## config.mk

```make
export PLATFORM = sky130hd
export DESIGN_NAME = bpsr_regs
export DESIGN_NICKNAME = d
export VERILOG_FILES = /design/src/bpsr_pkg.sv /design/src/bpsr_regs.sv /design/src/bpsr_sat_counter.sv
export SDC_FILE = /design/constraint.sdc
export NUM_CORES = 1
export LEC_CHECK = 0
export BUFFER_PORTS_ARGS = -buffer_cell sky130_fd_sc_hd__buf_2
export CAP_MARGIN = 20
export CORE_ASPECT_RATIO = 0.8
export CORE_MARGIN = 2
export CORE_UTILIZATION = 53
export DETAILED_ROUTE_END_ITERATION = 7
export PLACE_DENSITY = 0.79
export REMOVE_ABC_BUFFERS = 1
export SYNTH_ARGS = -nofsm -noshare
export SYNTH_HDL_FRONTEND = slang
export SYNTH_HIERARCHICAL = 1
export SYNTH_SLANG_ARGS = --single-unit
```

## constraint.sdc

```tcl
create_clock -name clk_sys -period 1.7 [get_ports clk_sys]
set_clock_uncertainty 0.1 [all_clocks]
set_input_delay 0 -clock clk_sys [delete_from_list [all_inputs] [get_ports clk_sys]]
set_output_delay 0 -clock clk_sys [all_outputs]
set_load 0.005 [all_outputs]
```

## src/bpsr_pkg.sv

```systemverilog
package bpsr_pkg;

   // ==========================================================
   // Register offsets (word addresses on the management bus)
   localparam logic [15:0] OFF_LIVE_STATUS   = 16'h0020;
   localparam logic [15:0] OFF_LATCHED_STAT  = 16'h0021;
   localparam logic [15:0] OFF_SEED_A0       = 16'h0022;
   localparam logic [15:0] OFF_SEED_A1       = 16'h0023;
   localparam logic [15:0] OFF_SEED_A2       = 16'h0024;
   localparam logic [15:0] OFF_SEED_A3       = 16'h0025;
   localparam logic [15:0] OFF_ERR_MIRROR    = 16'h0010;

   // ==========================================================
   // Field positions
   localparam int BIT_RX_LINK     = 12;
   localparam int BIT_PRBS31_CAP  = 2;
   localparam int BIT_HI_BER      = 1;
   localparam int BIT_BLOCK_LOCK  = 0;
   localparam int BIT_LOCK_LL     = 15;
   localparam int BIT_HI_BER_LH   = 14;
   localparam int BSH_LSB         = 8;
   localparam int BSH_W           = 6;
   localparam int ERR_LSB         = 0;
   localparam int ERR_W           = 8;
   localparam int SEED_TOP_W      = 10;

   // ==========================================================
   // Reset values and unmapped read value
   localparam logic [15:0] RST_LATCHED       = 16'h0000;
   localparam logic [15:0] RST_SEED          = 16'h0000;
   localparam logic [15:0] RD_UNMAPPED       = 16'h0000;

   // ==========================================================
   // Carriers
   typedef struct packed {
      logic receive_link_up;
      logic high_error_rate_live;
      logic block_lock_live;
      logic bad_sync_header_state_entry;
      logic rx_error_state_entry;
   } bpsr_live_t;

   typedef struct packed {
      logic        rd;
      logic        wr;
      logic [15:0] addr;
      logic [15:0] wdata;
   } bpsr_req_t;

endpackage : bpsr_pkg

```

## src/bpsr_regs.sv

```systemverilog
`timescale 1ns/1ps
// Operation
// RL1 - Live status bit 12 shows receive link up, read-only.
// RL2 - Live status bit 2 always reads 1, PRBS31 testing supported.
// RL3 - Live status bit 1 shows live high error rate.
// RL4 - Live status bit 0 shows live block lock.
// RL5 - Latched status bit 15 latches lock loss low until host read.
// RL6 - Latched status bit 14 latches high error rate until host read.
// RL7 - Bits 13:8 count bad sync header entries, cleared on read.
// RL8 - Bits 7:0 count decoder error state entries, cleared on read.
// RL9 - Errored count mirrored at second location; either read clears it.
// RL10 - Offset 0x22 holds seed A bits 15:0, read-write, reset zero.
// RL11 - Offset 0x23 holds seed A bits 31:16, read-write, reset zero.
// RL12 - Offset 0x24 holds seed A bits 47:32, read-write, reset zero.
// RL13 - Latched status register resets to all zeros.
// RL14 - Seed A is 58 bits; top ten at 0x25, upper six read zero.
// RL15 - Counters saturate; latched bits reload from live state after read.
// RL16 - Host reads latched register to start a fresh measurement.
module bpsr_regs (
   input  wire logic                clk_sys,
   input  wire logic                rst_n,
   input  wire bpsr_pkg::bpsr_live_t live_in,
   input  wire bpsr_pkg::bpsr_req_t  req,
   output logic [15:0]              rdata_r,
   output logic                     rvalid_r,
   output logic [57:0]              pattern_seed_a_r
);

   // ==========================================================
   // Input synchronisers for status from the PCS core
   logic [4:0] sync1_r;
   logic [4:0] sync2_r;
   logic [4:0] sync_nxt;
   bpsr_pkg::bpsr_live_t live_s;

   // Stage one feeds only stage two
   always_comb begin
      sync_nxt = live_in;
   end

   always_ff @(posedge clk_sys or negedge rst_n) begin
      if (!rst_n) begin
         sync1_r <= 5'h00;
         sync2_r <= 5'h00;
      end else begin
         sync1_r <= sync_nxt;
         sync2_r <= sync1_r;
      end
   end

   assign live_s = bpsr_pkg::bpsr_live_t'(sync2_r);

   // ==========================================================
   // Event edge detection on synchronised state entries
   logic bsh_prev_r;
   logic err_prev_r;
   logic bsh_prev_nxt;
   logic err_prev_nxt;
   logic bsh_evt;
   logic err_evt;

   always_comb begin
      bsh_prev_nxt = live_s.bad_sync_header_state_entry;
      err_prev_nxt = live_s.rx_error_state_entry;
   end

   always_ff @(posedge clk_sys or negedge rst_n) begin
      if (!rst_n) begin
         bsh_prev_r <= 1'b0;
         err_prev_r <= 1'b0;
      end else begin
         bsh_prev_r <= bsh_prev_nxt;
         err_prev_r <= err_prev_nxt;
      end
   end

   assign bsh_evt = live_s.bad_sync_header_state_entry & ~bsh_prev_r;
   assign err_evt = live_s.rx_error_state_entry & ~err_prev_r;

   // ==========================================================
   // Read strobes
   logic rd_latched;
   logic rd_mirror;

   assign rd_latched = req.rd && (req.addr == bpsr_pkg::OFF_LATCHED_STAT);
   assign rd_mirror  = req.rd && (req.addr == bpsr_pkg::OFF_ERR_MIRROR);

   // ==========================================================
   // Clear-on-read counters
   logic [bpsr_pkg::BSH_W-1:0] bad_sync_header_count;
   logic [bpsr_pkg::ERR_W-1:0] errored_block_count;

   // Bad sync header entries, saturating
   bpsr_sat_counter #(
      .W        (bpsr_pkg::BSH_W)
   ) u_bsh_cnt (
      .clk_sys  (clk_sys),
      .rst_n    (rst_n),
      .event_in (bsh_evt),                  // [RL7] [RL15]
      .clear    (rd_latched),               // [RL7]
      .count_r  (bad_sync_header_count)
   );

   // Errored blocks, shared by both read locations
   bpsr_sat_counter #(
      .W        (bpsr_pkg::ERR_W)
   ) u_err_cnt (
      .clk_sys  (clk_sys),
      .rst_n    (rst_n),
      .event_in (err_evt),                  // [RL8] [RL15]
      .clear    (rd_latched | rd_mirror),   // [RL9]
      .count_r  (errored_block_count)
   );

   // ==========================================================
   // Latched status bits
   logic block_lock_latched_low_r;
   logic high_error_rate_latched_r;
   logic lock_ll_nxt;
   logic hber_lh_nxt;
   logic primed_r;
   logic primed_nxt;

   // Latch-low lock and latch-high error rate, read reloads from live
   always_comb begin
      primed_nxt  = 1'b1;
      lock_ll_nxt = block_lock_latched_low_r;
      hber_lh_nxt = high_error_rate_latched_r;
      if (rd_latched || !primed_r) begin
         lock_ll_nxt = live_s.block_lock_live;       // [RL15] [RL16]
         hber_lh_nxt = live_s.high_error_rate_live;  // [RL15]
      end else begin
         lock_ll_nxt = block_lock_latched_low_r & live_s.block_lock_live;      // [RL5]
         hber_lh_nxt = high_error_rate_latched_r | live_s.high_error_rate_live; // [RL6]
      end
      if (!primed_r) begin
         lock_ll_nxt = 1'b0;
         hber_lh_nxt = 1'b0;
         primed_nxt  = 1'b1;
      end
   end

   always_ff @(posedge clk_sys or negedge rst_n) begin
      if (!rst_n) begin
         block_lock_latched_low_r  <= bpsr_pkg::RST_LATCHED[bpsr_pkg::BIT_LOCK_LL];   // [RL13]
         high_error_rate_latched_r <= bpsr_pkg::RST_LATCHED[bpsr_pkg::BIT_HI_BER_LH]; // [RL13]
         primed_r                  <= 1'b0;
      end else begin
         block_lock_latched_low_r  <= lock_ll_nxt;
         high_error_rate_latched_r <= hber_lh_nxt;
         primed_r                  <= primed_nxt;
      end
   end

   // ==========================================================
   // Seed A storage
   logic [57:0] seed_nxt;

   // Word writes into the seed, reserved top bits dropped
   always_comb begin
      seed_nxt = pattern_seed_a_r;
      if (req.wr) begin
         case (req.addr)
            bpsr_pkg::OFF_SEED_A0: seed_nxt[15:0]  = req.wdata;                            // [RL10]
            bpsr_pkg::OFF_SEED_A1: seed_nxt[31:16] = req.wdata;                            // [RL11]
            bpsr_pkg::OFF_SEED_A2: seed_nxt[47:32] = req.wdata;                            // [RL12]
            bpsr_pkg::OFF_SEED_A3: seed_nxt[57:48] = req.wdata[bpsr_pkg::SEED_TOP_W-1:0]; // [RL14]
            default:               seed_nxt = pattern_seed_a_r;
         endcase
      end
   end

   always_ff @(posedge clk_sys or negedge rst_n) begin
      if (!rst_n) begin
         pattern_seed_a_r <= {bpsr_pkg::RST_SEED[9:0], bpsr_pkg::RST_SEED,
                              bpsr_pkg::RST_SEED, bpsr_pkg::RST_SEED};
      end else begin
         pattern_seed_a_r <= seed_nxt;
      end
   end

   // ==========================================================
   // Read mux, data registered one cycle after the request
   logic [15:0] rdata_nxt;
   logic        rvalid_nxt;

   always_comb begin
      rdata_nxt  = bpsr_pkg::RD_UNMAPPED;
      rvalid_nxt = req.rd;
      case (req.addr)
         bpsr_pkg::OFF_LIVE_STATUS: begin
            rdata_nxt[bpsr_pkg::BIT_RX_LINK]    = live_s.receive_link_up;      // [RL1]
            rdata_nxt[bpsr_pkg::BIT_PRBS31_CAP] = 1'b1;                        // [RL2]
            rdata_nxt[bpsr_pkg::BIT_HI_BER]     = live_s.high_error_rate_live; // [RL3]
            rdata_nxt[bpsr_pkg::BIT_BLOCK_LOCK] = live_s.block_lock_live;      // [RL4]
         end
         bpsr_pkg::OFF_LATCHED_STAT: begin
            rdata_nxt[bpsr_pkg::BIT_LOCK_LL]   = block_lock_latched_low_r;      // [RL5]
            rdata_nxt[bpsr_pkg::BIT_HI_BER_LH] = high_error_rate_latched_r;     // [RL6]
            rdata_nxt[bpsr_pkg::BSH_LSB +: bpsr_pkg::BSH_W] = bad_sync_header_count; // [RL7]
            rdata_nxt[bpsr_pkg::ERR_LSB +: bpsr_pkg::ERR_W] = errored_block_count;   // [RL8]
         end
         bpsr_pkg::OFF_ERR_MIRROR: begin
            rdata_nxt[bpsr_pkg::ERR_LSB +: bpsr_pkg::ERR_W] = errored_block_count;   // [RL9]
         end
         bpsr_pkg::OFF_SEED_A0: rdata_nxt = pattern_seed_a_r[15:0];
         bpsr_pkg::OFF_SEED_A1: rdata_nxt = pattern_seed_a_r[31:16];
         bpsr_pkg::OFF_SEED_A2: rdata_nxt = pattern_seed_a_r[47:32];
         bpsr_pkg::OFF_SEED_A3: rdata_nxt = {6'h00, pattern_seed_a_r[57:48]};        // [RL14]
         default:               rdata_nxt = bpsr_pkg::RD_UNMAPPED;
      endcase
      if (!req.rd) begin
         rdata_nxt = rdata_r;
      end
   end

   always_ff @(posedge clk_sys or negedge rst_n) begin
      if (!rst_n) begin
         rdata_r  <= 16'h0000;
         rvalid_r <= 1'b0;
      end else begin
         rdata_r  <= rdata_nxt;
         rvalid_r <= rvalid_nxt;
      end
   end

endmodule : bpsr_regs

```

## src/bpsr_sat_counter.sv

```systemverilog
`timescale 1ns/1ps
module bpsr_sat_counter #(
   parameter int W = 8
) (
   input  wire logic         clk_sys,
   input  wire logic         rst_n,
   input  wire logic         event_in,
   input  wire logic         clear,
   output logic [W-1:0]      count_r
);

   logic [W-1:0] count_nxt;

   // ==========================================================
   // Saturating count, an event in the clear cycle counts as one
   always_comb begin
      count_nxt = clear ? '0 : count_r;
      if (event_in && (count_nxt != {W{1'b1}})) begin
         count_nxt = count_nxt + 1'b1;
      end
   end

   // Register
   always_ff @(posedge clk_sys or negedge rst_n) begin
      if (!rst_n) begin
         count_r <= '0;
      end else begin
         count_r <= count_nxt;
      end
   end

endmodule : bpsr_sat_counter

```

==> results.md, run 1 <==
- Violated checks: negative setup slack
- Top delay family on crit path: simple AND/OR/NAND/NOR gates
- Total global routing overflow: 0
- Int Power: around 0.0039 W
- Combinational power share: around 18%
- Max Slew Vio Count: 0
- Synthesis Warnings: 6
- Slew HR: between 50 and 60%
- CP cell instances: buf_6 -> or4_4 -> nor4_4 -> nand2_1 -> inv_2 -> and2b_2 -> ha_4 -> nand2b_4 -> o21ai_4 -> mux2_4
- Vias: between 3k and 4k
- Vias in the first global route: 3920
- Switching pwr: 0.00155 W
- Share of cells above drive strength 1: 49.7%
- Die Span X: roughly 110 µm
- Critical-path top delay cell: or4_4
- Die H: roughly 89 µm
- CTS tree: yes
- Antenna cells: 0
- Antenna violations before repair: 0
- DP HPWL: 9030 µm
- PD cells: between 800 and 900 mW/mm²
- Pleak: between 3 and 4 nW
- Worst skew pair latency: ~0.38 ns
- Final GP Congestion: ~0.9
- Clk root buf: clkbuf_8
- Worst Setup Start Kind: primary input
- Max-Cap Viols: 0
- First-pass GRT wire length: around 20000 µm
- Maximum VDD drop: between 0.0004 and 0.0005 V
- Avg Cell Area, Syn: between 10 and 15 µm²
- Max incr delay on CP: 0.54 ns
- CTS sink cnt: between 100 and 150
- Simple-gate area share of the yosys netlist: between 10% and 20%
- Largest net degree at the start of global routing: between 100 and 150
- Max clock buf depth: 2
- H-tree levels: 3
- Clock transition at the registers of the reported paths: roughly 0.1 ns
- Net Sw Frac: 28.6%
- Crit Path Max Fanout: 3
- Final Power: roughly 0.0054 W
- RSZ-0062 raised after global routing: true
- Critical Path RT: roughly 1.9 ns
- Iteration-0 DRC Markers: around 250
- HP Class: in2reg
- Min Tclk post-route: 1.99 ns
- Core outline area: about 0.0086 mm²
- Final Cycle Share: 117%
- Area Growth Syn to Fin: 35.1%
- Initial Util: a little under three fifths
- PortBufs: 115
- Total Routing Usage GR: 27.7%
- Sequential power share: around 52%
- Post-route worst setup slack: -0.288 ns
- Vias per cell: 5.92
- First-pass DRT Iterations: 6
- DRC Markers: 0
- WS Path Type: in2reg
- Least-Margin Pin Slew: 0.605 ns
- Die area: slightly below 0.01 mm²
- Wirelength per Cell: between 15 and 20 µm
- TritonCTS Buffers: 9
- Async set-or-reset flop fraction in the synthesized netlist: 100%
- Largest family of logic cells by synthesized area: multiplexers
- Worst EP arrival: 2.16 ns
- ANT nets after route: 0
- Status: complete, but fails checks
- Post-Route WL: 13100 µm
- FP Rows: 30
- Worst setup EP type: flop
- Post-Synthesis Cell Area: 0.00475 mm²
- Netlist cell types: between 60 and 70
- Seq/Total Area, Yosys: a little over half
- Buffers & Inverters on Critical Path: 2
- Util after Layout: about three quarters
- Mapped Cells: ~370
- Final setup violation count: 6
- Ys flop type: dfrtp_1
- Post-synthesis xor/xnor area fraction: less than 1%
- Post-Synth Adder-Cell Area: 0.263%
- Fillers: 595
- Final Hold Violating Endpoints: 0
- Post-synth EDFFs: 0
- Io pins: roughly 120
- Fmax: between 500 and 600 MHz
- Synthesized flop and latch total: approximately 100
- Multiplexer share of the synthesized area: approximately 15%
- Nets: just under 600
- Clock share of power: between 20% and 30%
- Compound-Gate Fraction of Synth Area: between 10% and 20%
## power by group through the flow
| stage | Combinational (W) | Sequential, W | Clock, W |
|---|---|---|---|
| after CTS | 0.000882 | 0.00282 | 0.00165 |
| after global routing | 0.00105 | 0.00286 | 0.00175 |
| final | 0.000972 | 0.00284 | 0.00161 |
| after floorplan | 0.000426 | 0.00281 | 0 |
| after global placement | 0.000694 | 0.00286 | 0 |
| after detailed placement | 0.000733 | 0.00287 | 0 |
## kinds of logic after synthesis
kind of cell,Yosys count
fa+ha+maj,1
simple gates,88
buf+inv,33
mux,61
xor+xnor,3
flops,104
other cells,1
compound gates,77
## per-stage QoR
stage	setup TNS, ns	setup slack, ns	hold slack (ns)	cell area (µm²)	std cells
2_1_floorplan	-30.18	-0.957	-0.396	4650	349
3_3_place_gp	-26.55	-0.629	0.00630	5760	625
3_5_place_dp	-31.06	-0.707	0.00865	5760	625
4_1_cts	-0.737	-0.175	0.0759	6320	669
5_1_grt	-1.37	-0.279	0.0937	6420	671
6_report	-1.33	-0.288	0.104	6420	671
## placed cells by master, fill, tap and decap left out, types with 3 or more instances in the layout
| master | count |
|---|---|
| buf_2 | 111 |
| dfrtp_1 | 104 |
| buf_4 | 48 |
| mux2_2 | 40 |
| dlygate4sd3_1 | 23 |
| inv_1 | 13 |
| a21oi_1 | 11 |
| mux2_4 | 11 |
| nor2_1 | 11 |
| a22oi_1 | 11 |
| clkbuf_8 | 11 |
| nand2_1 | 10 |
| mux2_1 | 10 |
| o22ai_1 | 10 |
| buf_6 | 9 |
| nand3_1 | 7 |
| a221oi_1 | 7 |
| a31oi_1 | 7 |
| a222oi_1 | 6 |
| nor4_1 | 5 |
| a22o_1 | 4 |
| and3_1 | 4 |
| nor2b_1 | 3 |
| or4b_4 | 3 |
| nor4_4 | 3 |
| nor3_1 | 3 |
| buf_12 | 3 |
| and2b_2 | 3 |
## registers in the layout (all words and copies together), names as in the netlist, 5 cells and up
signal / flops
live_s: 5
pattern_seed_a_r: 58
rdata_r: 16
sync1_r: 5
u_bsh_cnt/count_r: 6
u_err_cnt/count_r: 8
## metal layers
layer | global-route usage [%] | routed length [µm]
met4 | 12.0 | 331
met5 | 0 | 0
met3 | 5.60 | 898
met2 | 45.2 | 6320
met1 | 36.3 | 5540
## final cells by class
type	count	area [µm²]	share of cell area, %
flip-flops and latches	104	2600	40.5
multi-input cells	231	2100	32.8
repair buffers	194	1310	20.4
clock buffers	11	151	2.36
well taps	112	140	2.18
clock inverters	5	62.6	0.974
inverters	14	52.6	0.819
## synthesized netlist by cell type, types with 4 or more instances
library cell / count / area share [%]
dfrtp_1: 104 / 55
mux2_2: 40 / 9.5
inv_1: 14 / 1.1
a21oi_1: 11 / 1.2
a22oi_1: 11 / 1.7
mux2_4: 11 / 3.5
nor2_1: 11 / 0.87
mux2_1: 10 / 2.4
nand2_1: 10 / 0.79
o22ai_1: 10 / 1.3
a31oi_1: 8 / 1.1
buf_2: 8 / 0.84
a221oi_1: 7 / 1.3
clkbuf_1: 7 / 0.55
nand3_1: 7 / 0.74
a222oi_1: 6 / 1.3
and3_1: 5 / 0.66
nor3_1: 5 / 0.53
nor4_1: 5 / 0.66
a22o_1: 4 / 0.74
nor2b_1: 4 / 0.53
## worst reg2reg max path: stages, from the launching register on
cell      delay, ns
dfrtp_1        0.37
nor2b_1        0.37
nand4_1        0.24
buf_4          0.20
a211oi_1       0.23
## repair_timing
item | in CTS | in global routing
pin swaps | 10 | 11
hold buffers | 23 | 0
buffers inserted | 5 | 3
gates cloned | 0 | 0
endpoints found under the hold margin | 169 | 0
setup endpoints to repair | 28 | 35
resized for setup | 18 | 18
## final timing paths
check	slack (ns)	startpoint	cells after the start	to
max in group asynchronous	0.96	rst_n	3	pattern_seed_a_r[13]
min in group asynchronous	0.12	rst_n	3	pattern_seed_a_r[27]
setup / recovery	-0.29	req[30]	10	u_bsh_cnt/count_r[1]
setup reg to reg	0.09	bsh_prev_r	4	u_bsh_cnt/count_r[4]
hold / removal	0.10	req[19]	5	rdata_r[14]
hold reg to reg	0.26	sync1_r[0]	0	live_s[0]
No activity file was read; power rests on OpenSTA's default activity.
==> run 2, diff against run 1 <==
--- a/config.mk
+++ b/config.mk
@@ -9,9 +9,9 @@
 export CAP_MARGIN = 20
 export CORE_ASPECT_RATIO = 0.8
 export CORE_MARGIN = 2
-export CORE_UTILIZATION = 53
+export CORE_UTILIZATION = 45
 export DETAILED_ROUTE_END_ITERATION = 7
-export PLACE_DENSITY = 0.79
+export PLACE_DENSITY = 0.69
 export REMOVE_ABC_BUFFERS = 1
 export SYNTH_ARGS = -nofsm -noshare
 export SYNTH_HDL_FRONTEND = slang
==> run 2 against run 1 <==
  * The run still ends with negative setup slack left
  * Die area up 17%
  * Sequential share of layout area down 1.8 points
  * Worst setup slack improved by 0.053 ns
  * Core utilization decreased by 9.3 points
  * First-iteration DRC count up 45%
  * Critical path depth stayed put
  * Flip-flop and latch count did not move
  * Non-clock buffer count grew 10
  * Combinational power decreased by 0.5%
  * Largest power group unchanged
  * Highest routed layer unchanged
==> results.md, run 2 (same netlist as run 1, synthesis figures left out) <==
- Status: complete, but fails checks
- Violated checks: negative setup slack
- Initial Util: 46.2% (-9.1 points)
- Pleak: 3.38 nW (+4.3%)
- Fmax: 517 MHz (+2.7%)
- Die area: 0.0114 mm² (+17%)
- ANT nets after route: 0 (unchanged)
- Combinational power share: 16.6% (-1.3 points)
- CP cell instances: buf_6 -> or4_4 -> nor4_4 -> nand2_1 -> inv_2 -> and2b_2 -> ha_4 -> nand2b_4 -> o21ai_4 -> mux2_4
- Worst skew pair latency: 0.34 ns (-0.04 ns)
- DRC Markers: 0 (unchanged)
- Io pins: 116 (unchanged)
- First-pass DRT Iterations: 5 (-1)
- Critical Path RT: 1.83 ns (-0.04 ns)
- PortBufs: 115 (unchanged)
- Clock share of power: 34.4% (+4.6 points)
- Wirelength per Cell: 19.1 µm (-2.2%)
- Post-Layout Inst Area: 0.00672 mm² (+4.7%)
- Min Tclk post-route: 1.93 ns (-0.0532 ns)
- Iteration-0 DRC Markers: 356 (+45%)
- Fillers: 765 (+29%)
- FP Rows: 33 (+10%)
- Share of cells above drive strength 1: 53.4% (+3.7 points)
- RSZ-0062 raised after global routing: true
- Sequential power share: 49.0% (-3.3 points)
- Worst setup EP type: flop
- Reg-to-reg critical path startpoint: live_s[1]
- WHS: 0.126 ns (+0.0220 ns)
- Vias per cell: 5.59 (-5.6%)
- Final Cycle Share: 114% (-3.1 points)
- Largest net degree at the start of global routing: 65 (-38%)
- Net Sw Frac: 27.1% (-1.5 points)
- Max incr delay on CP: 0.56 ns (+0.02 ns)
- Clk root buf: clkbuf_16
- TritonCTS Buffers: 9 (unchanged)
- Least-Margin Pin Slew: 0.556 ns (-0.0494 ns)
- Most frequent cells in the layout: buf_2 (109), dfrtp_1 (104), buf_4 (51), mux2_2 (40), dlygate4sd3_1 (24)
- Die H: 95.9 µm (+8.1%)
- Commonest non-fill, non-tap cell in the layout: buf_2
- Largest regs: pattern_seed_a_r: 58 flops, rdata_r: 16 flops, u_err_cnt/count_r: 8 flops
- Slew HR: 62.8% (+3.7 points)
- Int Power: 0.00424 W (+9.5%)
- Crit Path Max Fanout: 3 (unchanged)
- Top delay family on crit path: simple AND/OR/NAND/NOR gates
- Setup TNS: -3.05 ns (-1.72 ns)
- Vias in the first global route: 3839 (-2.1%)
- Util after Layout: 65.4% (-9.3 points)
- Worst EP arrival: 2.07 ns (-0.09 ns)
- Total Routing Usage GR: 23.6% (-4.1 points)
- Vias: 3966 (-0.23%)
- Final setup violation count: 22 (+16)
- DP HPWL: 9350 µm (+3.6%)
- PD cells: 865 mW/mm² (+2.3%)
- First-pass GRT wire length: 20600 µm (+2.8%)
- Biggest register: pattern_seed_a_r
- Beginning of the critical path: req[26]
- Area of the multi-input gates: 0.00220 mm² (+4.5%)
- DP Area: 0.00584 mm² (+1.5%)
- Register area: 0.00260 mm² (unchanged)
- CTS sink cnt: 104 (unchanged)
- HP Class: in2async
- Max reg flops: 58 (unchanged)
- Switching pwr: 0.00158 W (+1.6%)
- Total global routing overflow: 0 (unchanged)
- Worst Setup Start Kind: primary input
- Max clock buf depth: 2 (unchanged)
- Final GP Congestion: 0.909 (-1.4%)
- Critical-path top delay cell: or4_4
- Post-Route WL: 13500 µm (+3.3%)
- Final Hold Violating Endpoints: 0 (unchanged)
- Area Growth Syn to Fin: 41.5%
- Post-route worst setup slack: -0.235 ns (+0.0532 ns)
- Antenna cells: 0 (unchanged)
- Max Slew Vio Count: 0 (unchanged)
- Core outline area: 0.0103 mm² (+20%)
- WS Path Type: in2reg
- H-tree levels: 3 (unchanged)
- Buffers & Inverters on Critical Path: 2 (unchanged)
- Die Span X: 119 µm (+8.2%)
- Maximum VDD drop: 0.000456 V (+4.5%)
- Max-Cap Viols: 0 (unchanged)
- CTS tree: yes
- Antenna violations before repair: 0 (unchanged)
- Clock transition at the registers of the reported paths: 0.07 ns (-0.03 ns)
- Nets: 606 (+1.7%)
## run 2: stage by stage
stage                     instances  power, W  setup WS [ns]
after floorplan                 349   0.00324         -0.957
after global placement          660   0.00357         -0.663
after detailed placement        660   0.00361         -0.707
after CTS                       705   0.00571         -0.173
after global routing            709   0.00606         -0.273
final                           709   0.00582         -0.235
## run 2: path summary, 6_finish.rpt
path,cells after the start,slack [ns],end
min in group clk_sys,4,0.15,pattern_seed_a_r[15]
worst min-delay path,3,0.13,rdata_r[5]
worst min register to register,0,0.25,live_s[0]
worst max register to register,4,0.13,u_bsh_cnt/count_r[5]
worst max-delay path,10,-0.23,u_bsh_cnt/count_r[1]
max in group asynchronous,3,0.45,pattern_seed_a_r[39]
## run 2: cell type report
class / count / area share (%)
Tap cell: 140 / 2.61
Sequential cell: 104 / 38.7
Clock buffer: 12 / 3.52
Clock inverter: 4 / 0.670
Inverter: 14 / 0.782
Multi-Input combinational cell: 231 / 32.7
Timing Repair Buffer: 204 / 21.0
## run 2: power by group through the flow
stage	sequential [W]	clock, W	combinational (W)
3_3_place_gp	0.00286	0	0.000704
6_report	0.00285	0.00200	0.000967
5_1_grt	0.00288	0.00214	0.00104
2_1_floorplan	0.00281	0	0.000426
4_1_cts	0.00283	0.00204	0.000848
3_5_place_dp	0.00287	0	0.000737
## run 2: routing by layer
metal	routed length (µm)	vias up	global-route usage, %	part of all wire (%)
li1	-	1785	-	-
met1	6190	2000	32.7	46
met2	6300	163	37.3	47
met3	852	18	5.75	6.3
met4	174	0	7.14	1.3
met5	0	-	0	0
## run 2: timing repair
item	in CTS	in global routing
pin swaps	13	7
hold buffers	24	0
cloned	0	1
gates resized for setup	36	32
setup endpoints to repair	51	51
setup buffers	5	3
hold endpoints to repair	168	0
## run 2: worst min-delay path: stages
cell           delay (ns)
dlygate4sd3_1        0.53
buf_4                0.14
buf_12               0.29
